--- config.mk ---
export PLATFORM = sky130hd
export DESIGN_NAME = iru_top
export DESIGN_NICKNAME = d
export VERILOG_FILES = /design/src/iru_pkg.sv /design/src/iru_prescaler.sv /design/src/iru_top.sv
export SDC_FILE = /design/constraint.sdc
export NUM_CORES = 1
export LEC_CHECK = 0
export ABC_AREA = 1
export BUFFER_PORTS_ARGS = -buffer_cell sky130_fd_sc_hd__buf_2
export CAP_MARGIN = 30
export CELL_PAD_IN_SITES_DETAIL_PLACEMENT = 1
export CELL_PAD_IN_SITES_GLOBAL_PLACEMENT = 1
export CORE_AREA = 4 4 126 128
export DETAILED_ROUTE_END_ITERATION = 10
export DIE_AREA = 0 0 130 132
export HOLD_SLACK_MARGIN = 0.08
export PLACE_DENSITY = 0.86
export SLEW_MARGIN = 20
export SYNTH_ARGS = -nofsm -noshare
export SYNTH_HDL_FRONTEND = slang
export SYNTH_SLANG_ARGS = --single-unit
--- constraint.sdc ---
create_clock -name pclk -period 2.18 [get_ports pclk]
set_clock_uncertainty 0.1 [all_clocks]
set_input_delay 0.218 -clock pclk [delete_from_list [all_inputs] [get_ports pclk]]
set_output_delay 0.218 -clock pclk [all_outputs]
set_load 0.05 [all_outputs]
--- src/iru_pkg.sv ---
// Constants shared by the infrared remote carrier unit.
// Assumes a 32-bit APB slave and byte-wide registers in the low data bits.
package iru_pkg;
  // Register indices; byte address is four times the index
  localparam logic [15:0] IDX_CFG  = 16'h5340;
  localparam logic [15:0] IDX_PSC  = 16'h5341;
  localparam logic [15:0] IDX_CARH = 16'h5342;
  localparam logic [15:0] IDX_CARL = 16'h5343;
  localparam logic [15:0] IDX_ST   = 16'h5344;
  localparam logic [15:0] IDX_LCNT = 16'h5345;
  localparam logic [15:0] IDX_IMSK = 16'h5346;
  localparam logic [15:0] IDX_IFLG = 16'h5347;
  // Field positions
  localparam int CFG_EN_BIT   = 0;
  localparam int CFG_DIR_BIT  = 1;
  localparam int PSC_LEN_LSB  = 0;
  localparam int PSC_CAR_LSB  = 4;
  localparam int EVT_UFL_BIT  = 0;
  localparam int EVT_RISE_BIT = 1;
  localparam int EVT_FALL_BIT = 2;
  // Field widths
  localparam int SEL_W  = 4;
  localparam int CAR_W  = 6;
  localparam int CNT_W  = 8;
  localparam int EVT_W  = 3;
  localparam int PSC_W  = 14;
  // Reset values
  localparam logic [1:0]       CFG_RST  = 2'h0;
  localparam logic [SEL_W-1:0] SEL_RST  = 4'h0;
  localparam logic [CAR_W-1:0] CAR_RST  = 6'h00;
  localparam logic [CNT_W-1:0] CNT_RST  = 8'h00;
  localparam logic [EVT_W-1:0] EVT_RST  = 3'h0;
  localparam logic [SEL_W-1:0] SEL_RSVD = 4'hf;
  localparam logic [CNT_W-1:0] CNT_WRAP = 8'hff;
endpackage

--- src/iru_prescaler.sv ---
// Shared prescaler with two selectable power-of-two taps.
// Assumes one clock; taps are single-cycle tick pulses.
`timescale 1ns/10ps
`default_nettype none
module iru_prescaler #(
  parameter int W = iru_pkg::PSC_W
) (
  input  wire logic                     pclk,
  input  wire logic                     presetn,
  input  wire logic                     run,
  input  wire logic [iru_pkg::SEL_W-1:0] car_sel,
  input  wire logic [iru_pkg::SEL_W-1:0] len_sel,
  output logic                          car_tick,
  output logic                          len_tick
);
  logic [W-1:0] div_reg;

  // Tick when the low n bits of the divider are all ones; code 0xf never ticks
  function automatic logic tap(input logic [W-1:0] d, input logic [iru_pkg::SEL_W-1:0] s);
    logic [W-1:0] m;
    m = W'((32'h1 << s) - 32'h1);
    tap = (s != iru_pkg::SEL_RSVD) && ((d & m) == m);
  endfunction

  // Free-running divider while the unit is enabled
  always_ff @(posedge pclk or negedge presetn) begin
    if (!presetn) div_reg <= '0;
    else if (run) div_reg <= div_reg + W'(1);
    else          div_reg <= '0;
  end

  assign car_tick = run && tap(div_reg, car_sel);
  assign len_tick = run && tap(div_reg, len_sel);
endmodule // iru_prescaler
`default_nettype wire

--- src/iru_top.sv ---
// Infrared remote carrier unit: APB registers, carrier, length counter, edges.
// Assumes APB with 32-bit data; ir_rx is an asynchronous pin.
// How it works
// - Configuration bit 0 enables the unit and bit 1 picks receive (1) or transmit (0), both reset to 0.
// - The prescaler byte holds a carrier clock select in the upper nibble and a length select below.
// - Select code n ticks at pclk divided by 2 to the n for 0x0 to 0xe, and 0xf is reserved.
// - A 6-bit high carrier length, reset to zero, sets the high phase in carrier clocks.
// - A 6-bit low carrier length, reset to zero, sets the low phase in carrier clocks.
// - An 8-bit read-write length counter, reset to zero, counts down on the length clock.
// - Interrupt enables sit at bit 2 falling edge, bit 1 rising edge and bit 0 underflow, reset 0.
// - Flags at the same bits set on their events and clear only when software writes a one.
// - The interrupt is asserted while a flag and its enable are both set; underflow comes from the counter.
//
// Decided for this implementation: the APB register port.
`timescale 1ns/10ps
`default_nettype none
module iru_top (
  input  wire logic        pclk,
  input  wire logic        presetn,
  input  wire logic        psel,
  input  wire logic        penable,
  input  wire logic        pwrite,
  input  wire logic [31:0] paddr,
  input  wire logic [31:0] pwdata,
  output logic             pready,
  output logic [31:0]      prdata,
  output logic             pslverr,
  output logic             irq,
  input  wire logic        ir_rx,
  output logic             ir_tx
);
  localparam int CW = iru_pkg::CAR_W;
  localparam int NW = iru_pkg::CNT_W;
  localparam int EW = iru_pkg::EVT_W;
  localparam int SW = iru_pkg::SEL_W;

  logic [1:0]    cfg_reg;
  logic [SW-1:0] car_sel_reg, len_sel_reg;
  logic [CW-1:0] carh_reg, carl_reg, cg_cnt_reg, cg_cnt_next;
  logic          cg_phase_reg, cg_phase_next;
  logic          data_reg, data_next, prev_reg;
  logic [NW-1:0] lcnt_reg, lcnt_next;
  logic [EW-1:0] imsk_reg, iflg_reg, iflg_next;
  logic [2:0]    rx_sync_reg;
  logic          rx_level_reg;
  logic          pready_reg, pslverr_reg, irq_reg, ir_tx_reg;
  logic [31:0]   prdata_reg;

  // Register index match at a word-aligned address
  function automatic logic hit(input logic [31:0] a, input logic [15:0] idx);
    hit = (a[1:0] == 2'h0) && (a[31:2] == {14'h0, idx});
  endfunction

  // Bus phase decode
  wire setup_ph = psel && !penable;
  wire wr_ok    = psel && penable && pready_reg && pwrite && !pslverr_reg;
  wire hit_cfg  = hit(paddr, iru_pkg::IDX_CFG);
  wire hit_psc  = hit(paddr, iru_pkg::IDX_PSC);
  wire hit_carh = hit(paddr, iru_pkg::IDX_CARH);
  wire hit_carl = hit(paddr, iru_pkg::IDX_CARL);
  wire hit_st   = hit(paddr, iru_pkg::IDX_ST);
  wire hit_lcnt = hit(paddr, iru_pkg::IDX_LCNT);
  wire hit_imsk = hit(paddr, iru_pkg::IDX_IMSK);
  wire hit_iflg = hit(paddr, iru_pkg::IDX_IFLG);
  wire mapped   = hit_cfg | hit_psc | hit_carh | hit_carl
                | hit_st | hit_lcnt | hit_imsk | hit_iflg;

  wire unit_enable_bit  = cfg_reg[iru_pkg::CFG_EN_BIT];
  wire direction_select = cfg_reg[iru_pkg::CFG_DIR_BIT];
  wire rx_mode = unit_enable_bit && direction_select;
  wire tx_mode = unit_enable_bit && !direction_select;

  // Read data mux; reserved bits are zero
  wire [7:0] rd_byte =
      hit_cfg  ? {6'h00, cfg_reg} :
      hit_psc  ? {car_sel_reg, len_sel_reg} :
      hit_carh ? {2'h0, carh_reg} :
      hit_carl ? {2'h0, carl_reg} :
      hit_st   ? {7'h00, data_reg} :
      hit_lcnt ? lcnt_reg :
      hit_imsk ? {5'h00, imsk_reg} :
      hit_iflg ? {5'h00, iflg_reg} : 8'h00;

  // Answer prepared in setup, shown in the first access cycle
  always_ff @(posedge pclk or negedge presetn) begin
    if (!presetn) begin
      pready_reg  <= 1'b0;
      pslverr_reg <= 1'b0;
      prdata_reg  <= 32'h0;
    end else begin
      pready_reg  <= setup_ph;
      pslverr_reg <= setup_ph && !mapped;
      prdata_reg  <= setup_ph ? {24'h0, rd_byte} : 32'h0;
    end
  end

  // Mask value after this edge, so the interrupt follows a mask write at once
  wire [EW-1:0] imsk_next = (wr_ok && hit_imsk) ? pwdata[EW-1:0] : imsk_reg;

  // Configuration, selects, carrier lengths and mask; upper bits dropped
  always_ff @(posedge pclk or negedge presetn) begin
    if (!presetn) begin
      cfg_reg     <= iru_pkg::CFG_RST;
      car_sel_reg <= iru_pkg::SEL_RST;
      len_sel_reg <= iru_pkg::SEL_RST;
      carh_reg    <= iru_pkg::CAR_RST;
      carl_reg    <= iru_pkg::CAR_RST;
      imsk_reg    <= iru_pkg::EVT_RST;
    end else begin
      if (wr_ok && hit_cfg)  cfg_reg <= pwdata[1:0];
      if (wr_ok && hit_psc)  begin
        car_sel_reg <= pwdata[iru_pkg::PSC_CAR_LSB +: SW];
        len_sel_reg <= pwdata[iru_pkg::PSC_LEN_LSB +: SW];
      end
      if (wr_ok && hit_carh) carh_reg <= pwdata[CW-1:0];
      if (wr_ok && hit_carl) carl_reg <= pwdata[CW-1:0];
      if (wr_ok && hit_imsk) imsk_reg <= pwdata[EW-1:0];
    end
  end

  // Shared prescaler taps
  logic car_tick, len_tick;
  iru_prescaler #(.W(iru_pkg::PSC_W)) u_psc (
    .pclk     (pclk),
    .presetn  (presetn),
    .run      (unit_enable_bit),
    .car_sel  (car_sel_reg),
    .len_sel  (len_sel_reg),
    .car_tick (car_tick),
    .len_tick (len_tick)
  );

  // Receive pin: three stages, change accepted when stages two and three agree
  always_ff @(posedge pclk or negedge presetn) begin
    if (!presetn) begin
      rx_sync_reg  <= 3'h0;
      rx_level_reg <= 1'b0;
    end else begin
      rx_sync_reg <= {rx_sync_reg[1:0], ir_rx};
      if (rx_sync_reg[1] == rx_sync_reg[2]) rx_level_reg <= rx_sync_reg[2];
    end
  end

  // Carrier: high phase lasts length+1 ticks, then low phase likewise
  wire [CW-1:0] phase_len = cg_phase_reg ? carh_reg : carl_reg;
  always_comb begin
    cg_cnt_next   = cg_cnt_reg;
    cg_phase_next = cg_phase_reg;
    if (!tx_mode) begin
      cg_cnt_next   = '0;
      cg_phase_next = 1'b1;
    end else if (car_tick) begin
      if (cg_cnt_reg == phase_len) begin
        cg_cnt_next   = '0;
        cg_phase_next = !cg_phase_reg;
      end else begin
        cg_cnt_next = cg_cnt_reg + CW'(1);
      end
    end
  end

  // Line data bit: sampled level in receive, software value otherwise
  always_comb begin
    data_next = data_reg;
    if (rx_mode)                 data_next = rx_level_reg;
    else if (wr_ok && hit_st)    data_next = pwdata[0];
  end

  // Length counter; a software write wins over a tick
  wire ufl_evt = unit_enable_bit && len_tick && (lcnt_reg == '0);
  always_comb begin
    lcnt_next = lcnt_reg;
    if (wr_ok && hit_lcnt)       lcnt_next = pwdata[NW-1:0];
    else if (ufl_evt)            lcnt_next = iru_pkg::CNT_WRAP;
    else if (unit_enable_bit && len_tick) lcnt_next = lcnt_reg - NW'(1);
  end

  // Events: set wins over a write-one clear
  wire rise_evt = unit_enable_bit && data_reg && !prev_reg;
  wire fall_evt = unit_enable_bit && !data_reg && prev_reg;
  wire [EW-1:0] evt_set;
  assign evt_set[iru_pkg::EVT_UFL_BIT]  = ufl_evt;
  assign evt_set[iru_pkg::EVT_RISE_BIT] = rise_evt;
  assign evt_set[iru_pkg::EVT_FALL_BIT] = fall_evt;
  wire [EW-1:0] evt_clr = (wr_ok && hit_iflg) ? pwdata[EW-1:0] : '0;
  assign iflg_next = (iflg_reg & ~evt_clr) | evt_set;

  // Core state flops
  always_ff @(posedge pclk or negedge presetn) begin
    if (!presetn) begin
      cg_cnt_reg   <= iru_pkg::CAR_RST;
      cg_phase_reg <= 1'b1;
      data_reg     <= 1'b0;
      prev_reg     <= 1'b0;
      lcnt_reg     <= iru_pkg::CNT_RST;
      iflg_reg     <= iru_pkg::EVT_RST;
    end else begin
      cg_cnt_reg   <= cg_cnt_next;
      cg_phase_reg <= cg_phase_next;
      data_reg     <= data_next;
      prev_reg     <= data_reg;
      lcnt_reg     <= lcnt_next;
      iflg_reg     <= iflg_next;
    end
  end

  // Registered pin and interrupt outputs
  always_ff @(posedge pclk or negedge presetn) begin
    if (!presetn) begin
      irq_reg   <= 1'b0;
      ir_tx_reg <= 1'b0;
    end else begin
      irq_reg   <= |(iflg_next & imsk_next);
      ir_tx_reg <= tx_mode && data_reg && cg_phase_reg;
    end
  end

  assign pready  = pready_reg;
  assign pslverr = pslverr_reg;
  assign prdata  = prdata_reg;
  assign irq     = irq_reg;
  assign ir_tx   = ir_tx_reg;
endmodule // iru_top
`default_nettype wire

==> results of run 1 <==
placed cells by master, fill, tap and decap left out, drive strengths merged, types with 4 or more instances in the layout:
cell / netlist / routed
nand3: 71 / 71
dfrtp: 74 / 74
nand4: 12 / 12
nand2: 204 / 204
nor3: 9 / 9
conb: 1 / 24
inv: 97 / 97
buf: 37 / 104
ha: 6 / 6
xnor2: 7 / 7
nand3b: 4 / 4
clkbuf: 2 / 12
o211ai: 4 / 4
dlygate4sd3: 0 / 8
nor2: 98 / 98
xor2: 8 / 8
a21oi: 26 / 26
o21ai: 53 / 53
metal layers:
metal  vias up  part of all wire  track usage
met3        31             0.038      0.03687
met1      2538              0.43       0.2396
met5         -                 0            0
met4         0             0.024      0.06062
met2        96              0.51       0.3358
li1       2491                 -            -
final timing paths:
check                           cells after the start             end  slack, ns            from
worst max-delay path                               16     lcnt_reg[1]      -0.17  len_sel_reg[2]
worst min-delay path                                3  len_sel_reg[3]       0.15       pwdata[3]
worst max register to register                     16     lcnt_reg[1]      -0.17  len_sel_reg[2]
worst min register to register                      0  rx_sync_reg[1]       0.25  rx_sync_reg[0]
max in group asynchronous                           3    cg_phase_reg       1.10         presetn
min in group asynchronous                           2       prdata[7]       0.28         presetn
synth_stat cells, types with 2 or more instances:
| cell type | n | share of area |
|---|---|---|
| nand2_1 | 187 | 0.13 |
| inv_1 | 85 | 0.061 |
| dfrtp_1 | 74 | 0.35 |
| nor2_1 | 70 | 0.050 |
| nand3_1 | 65 | 0.062 |
| o21ai_0 | 30 | 0.029 |
| a21oi_1 | 25 | 0.024 |
| buf_4 | 24 | 0.034 |
| nor2_2 | 16 | 0.019 |
| o21ai_1 | 15 | 0.014 |
| nand2_2 | 14 | 0.017 |
| inv_2 | 11 | 0.0079 |
| nand4_1 | 11 | 0.013 |
| nor2_4 | 11 | 0.024 |
| buf_6 | 8 | 0.017 |
| o21ai_2 | 8 | 0.013 |
| xor2_1 | 8 | 0.013 |
| xnor2_1 | 7 | 0.012 |
| ha_1 | 6 | 0.014 |
| nor3_1 | 6 | 0.0057 |
| buf_2 | 5 | 0.0048 |
| nand3b_1 | 4 | 0.0057 |
| o211ai_1 | 4 | 0.0057 |
| nand2_4 | 3 | 0.0064 |
| nand3_2 | 3 | 0.0057 |
| nand3_4 | 3 | 0.010 |
| nor4_1 | 3 | 0.0036 |
| or2_2 | 3 | 0.0036 |
| clkbuf_1 | 2 | 0.0014 |
| nor3_4 | 2 | 0.0062 |
| o21bai_1 | 2 | 0.0029 |
per-stage QoR:
step | cell area, um2 | TNS [ns] | cells
2_1_floorplan | 5336 | 0 | 753
3_3_place_gp | 5832 | -0.4990 | 994
3_5_place_dp | 5832 | -1.532 | 994
4_1_cts | 6381 | -1.156 | 1028
5_1_grt | 6492 | -2.974 | 1030
6_report | 6492 | -1.334 | 1030
kinds of logic after synthesis:
family          count (synthesis)  synth area share
simple gates                  406            0.3763
xor+xnor                       15           0.02502
other cells                     1         0.0007143
buf+inv                       137            0.1282
fa+ha+maj                       7           0.01621
compound gates                 89           0.09581
flops                          75            0.3577
layout make-up:
class	instances	area, um2	area share
tap	188	235.2	0.03623
clock buffer	12	256.5	0.03951
inverter	98	372.9	0.05743
sequential	75	1881	0.2897
multi-input combinational	541	2915	0.4490
clock inverter	4	72.57	0.01118
timing repair buffer	112	759.5	0.1170
critical path, delay by kind of cell (launching register included):
| kind | cells | cell delay (ns) |
|---|---|---|
| AOI/OAI and AO/OA | 1 | 0.10 |
| adders and majority gates | 1 | 0.26 |
| buffers and inverters | 3 | 0.21 |
| DFF | 1 | 0.45 |
| and+or+nand+nor | 11 | 1.09 |
power by group:
part	internal [mW]	total, mW	switching, mW	leakage, nW
logic	0.0628	0.270	0.207	2.02
clock network	1.06	1.67	0.602	0.159
registers	1.40	1.40	0.00294	0.967
repair_timing:
| item | in CTS | in global routing |
|---|---|---|
| gates cloned | 0 | 0 |
| buffers inserted | 10 | 2 |
| gates resized for setup | 17 | 25 |
| pin swaps | 8 | 15 |
| endpoints found under the hold margin | 39 | 0 |
| hold buffers | 8 | 0 |
| setup endpoints to repair | 17 | 18 |
==> reports/results.ini, run 1 <==
[place]
hpwl_um = 11880
gp_congestion = 0.8581
io_buffers = 57
pre_cts_ws_ns = -0.1766

[die]
initial_core_util = 0.3532
num_rows = 45
die_y_um = 132
io_pins = 106
coreArea_um2 = 14860
die_w_um = 130
die_area_um2 = 17160

[timing]
drv_slew = 0
tightest_slew_ns = 0.5284
clock.fmax_ghz = 0.4247
finalCritPeriodShare = 1.080
timing.slew.headroom = 0.6465
grt_setup_unrepaired = true
fin_ws_ns = -0.1743
whs_ns = 0.1505
final-hold-violation-count = 0
final-setup-viol-count = 10
fin_crit_ns = 2.354

[finish]
area_delta_synth_final_pct = 23.67
fill_cells = 1921
antenna_cells = 0
drive_above_1_share = 0.2660
utilization = 0.4368
nets = 913
largest_reg_flops = 14

[global_routing]
grt_pass1_vias = 5453
grt_overflow = 0
antenna_found_initial = 0
grt_max_degree = 36
grt_use_total = 0.1932
grt_pass1_wl_um = 26690

[power]
power.leakage_nw = 3.141
ir_drop_mv = 0.3198
total_power_mw = 3.337
power.density_nw_per_um2 = 513.9

[critical_path]
cp_slowest_cell = dfrtp_2
worstPathCellList = inv_4 -> nand2_4 -> nor2_4 -> inv_2 -> ha_4 -> nor2_2 -> nor2_1 -> o211ai_1 -> nor2_1 -> nand3_1 -> nor2_2 -> nand3_2 -> nand2_4 -> inv_4 -> nand2_1 -> nand3_1
arrival_ns = 2.47
crit_fanout = 8
max_stage_delay_ns = 0.45
end_kind = flip-flop
critPathKind = reg2reg
start_kind = flip-flop
worstPathRequired_ns = 2.30

[synthesis]
synth_warnings = 0
yosysSeqAreaShare = 0.3577
netlist_area_um2 = 5250
synth.distinct_cells = 46
syn_avg_cell_area_um2 = 7.192
synth-seq-cells = 75
synth_edf_count = 0
synthCells = 730
synth_flop_cell = dfrtp_1
async_reset_ff_frac = 1.000

[detailed_routing]
viasPerCell = 5.006
wl_per_cell_um = 15.84
drt-pass1-iter-count = 4
antenna_left = 0
wirelength_um = 16320
drtIter0Drc = 245
vias = 5156
drc_errors = 0

[run_status]
status = finished with violations
violations = setup timing

[clocking]
root_buffer = clkbuf_16
clock_sinks = 75
numCtsBuffers = 9
clockBufferDepth = 2
cts-htree-levels = 3
cts_tree = yes
clkTransAtPathRegs_ns = 0.06
worstSkewPairLatency_ns = 0.34

[hold_path]
hold_path.class = in2reg

[run]
cap_violations = 0

(Power assumes the default switching activity.)
==> inputs of run 2 (changes only) <==
- REMOVE_ABC_BUFFERS: unset -> 1
==> run 2 against run 1 <==
Compared with the run above: the flow still finishes with violations (setup timing); sequential power barely moved; final cell count increased by 0.97%; routed wire length grew 4.8%; die area unchanged; design area is 0.96% higher; via count up 1.3%; core utilization increased by 0.42 points; sequential share of layout area down 0.28 points; setup slack worse by 0.25 ns; critical endpoint is now lcnt_reg[5]; largest cell class unchanged.
==> reports/results.ini, run 2 (synthesis results as in run 1) <==
[power]
internal_power_mw = 2.258
clkPwrFrac = 0.459
power.density_nw_per_um2 = 470.6
p_comb_frac = 0.086
power.leakage_nw = 3.132
seq_power_share = 0.454
total_power_mw = 3.085
ir_drop_mv = 0.4021
switching_power_mw = 0.8269
switching_share = 0.2680

[timing]
final-setup-viol-count = 16
grt_setup_unrepaired = true
drv_slew = 0
fin_tns_setup_ns = -4.013
clock.fmax_ghz = 0.3841
timing.slew.headroom = 0.6493
whs_ns = 0.08905
fin_ws_ns = -0.4238
finalCritPeriodShare = 1.194
tightest_slew_ns = 0.5241
fin_crit_ns = 2.604
final-hold-violation-count = 0

[die]
coreArea_um2 = 14860
die_area_um2 = 17160
num_rows = 45
initial_core_util = 0.3532
die_w_um = 130
io_pins = 106
die_y_um = 132

[finish]
area_delta_synth_final_pct = 24.86
fill_cells = 1914
utilization = 0.4410
nets = 923
layout_common_cells = 183 x nand2_1, 80 x inv_1, 72 x dfrtp_1, 67 x nor2_1, 56 x buf_2
antenna_cells = 0
drive_above_1_share = 0.2899
largest_reg_flops = 14
final_common_cell = nand2_1

[critical_path]
arrival_ns = 2.79
r2r-end = lcnt_reg[5]
worstPathRequired_ns = 2.37
start_kind = flip-flop
r2r_slack_ns = -0.42
crit_fanout = 4
critPathKind = reg2reg
end_kind = flip-flop
r2r_start = len_sel_reg[3]
reg2regPathDepth = 16

[clocking]
numCtsBuffers = 9
cts_tree = yes
clock_sinks = 75
cts-htree-levels = 3
worstSkewPairLatency_ns = 0.35
clockBufferDepth = 2
root_buffer = clkbuf_16
clkTransAtPathRegs_ns = 0.07

[global_routing]
antenna_found_initial = 0
grt_max_degree = 47
grt_use_total = 0.1896
grt_overflow = 0
grt_pass1_wl_um = 26210
grt_pass1_vias = 5485

[hold_path]
min_path_cells = 4
hold_path.class = in2reg
worstHoldEndpoint = iflg_reg[2]
worstHoldStart = pwdata[2]

[detailed_routing]
drtIter0Drc = 321
wirelength_um = 17100
wl_per_cell_um = 16.44
antenna_left = 0
drt-pass1-iter-count = 4
viasPerCell = 5.024
drc_errors = 0
vias = 5225

[run_status]
violations = setup timing
status = finished with violations

[place]
hpwl_um = 11930
gp_congestion = 0.9431
io_buffers = 57

[run]
cap_violations = 0

==> run 2: layer usage <==
metal  share of wire  vias up  global-route usage
met2            0.53      106              0.3347
met3           0.037       29             0.03890
met1            0.41     2586              0.2263
met4           0.025        0             0.06524
li1                -     2504                   -
met5               0        -                   0
==> run 2: worst max path at each step <==
stage	start	endpoint
6_report	len_sel_reg[3]	lcnt_reg[5]
5_1_grt	len_sel_reg[3]	lcnt_reg[5]
4_1_cts	len_sel_reg[0]	lcnt_reg[5]
3_5_place_dp	len_sel_reg[2]	lcnt_reg[4]
3_3_place_gp	len_sel_reg[2]	lcnt_reg[1]
2_1_floorplan	len_sel_reg[3]	lcnt_reg[1]
==> run 2: power groups by stage <==
stage | logic [mW] | clock network (mW) | registers [mW]
2_1_floorplan | 0.143 | 0 | 1.43
3_3_place_gp | 0.254 | 0 | 1.43
3_5_place_dp | 0.259 | 0 | 1.43
4_1_cts | 0.268 | 1.44 | 1.40
5_1_grt | 0.290 | 1.50 | 1.40
6_report | 0.266 | 1.42 | 1.40
==> run 2: critical path: stages, from the launching register on <==
cell,delay [ns]
dfrtp_1,0.44
inv_2,0.11
nand2_4,0.06
nor2_4,0.14
inv_2,0.07
ha_4,0.26
nor2_2,0.04
nor2_1,0.22
o211ai_1,0.13
nor2_1,0.15
nand3_1,0.13
nor2_2,0.16
nand3_2,0.14
nand2_4,0.12
buf_6,0.14
nand3_2,0.06
nand2_1,0.06
==> run 2: final cells by class <==
type	instances	area (um2)	share of cell area
Tap cell	188	235.2	0.03588
Timing Repair Buffer	122	829.5	0.1266
Clock inverter	6	41.29	0.006299
Sequential cell	75	1881	0.2869
Multi-Input combinational cell	541	2957	0.4510
Clock buffer	10	239.0	0.03646
Inverter	98	372.9	0.05688
==> run 2: what timing repair did <==
| item | CTS | global route |
|---|---|---|
| hold buffers | 6 | 0 |
| resized for setup | 21 | 30 |
| pin swaps | 18 | 24 |
| setup endpoints to repair | 16 | 18 |
| endpoints found under the hold margin | 35 | 0 |
| buffers inserted | 15 | 6 |
==> run 2: stage by stage <==
step / instances / setup slack [ns] / cell area [um2]
detailed placement: 997 / -0.1454 / 5854
floorplan: 714 / -0.02716 / 5034
global route: 1040 / -0.5393 / 6555
global placement: 997 / -0.05342 / 5854
CTS: 1034 / -0.1210 / 6390
finish: 1040 / -0.4238 / 6555
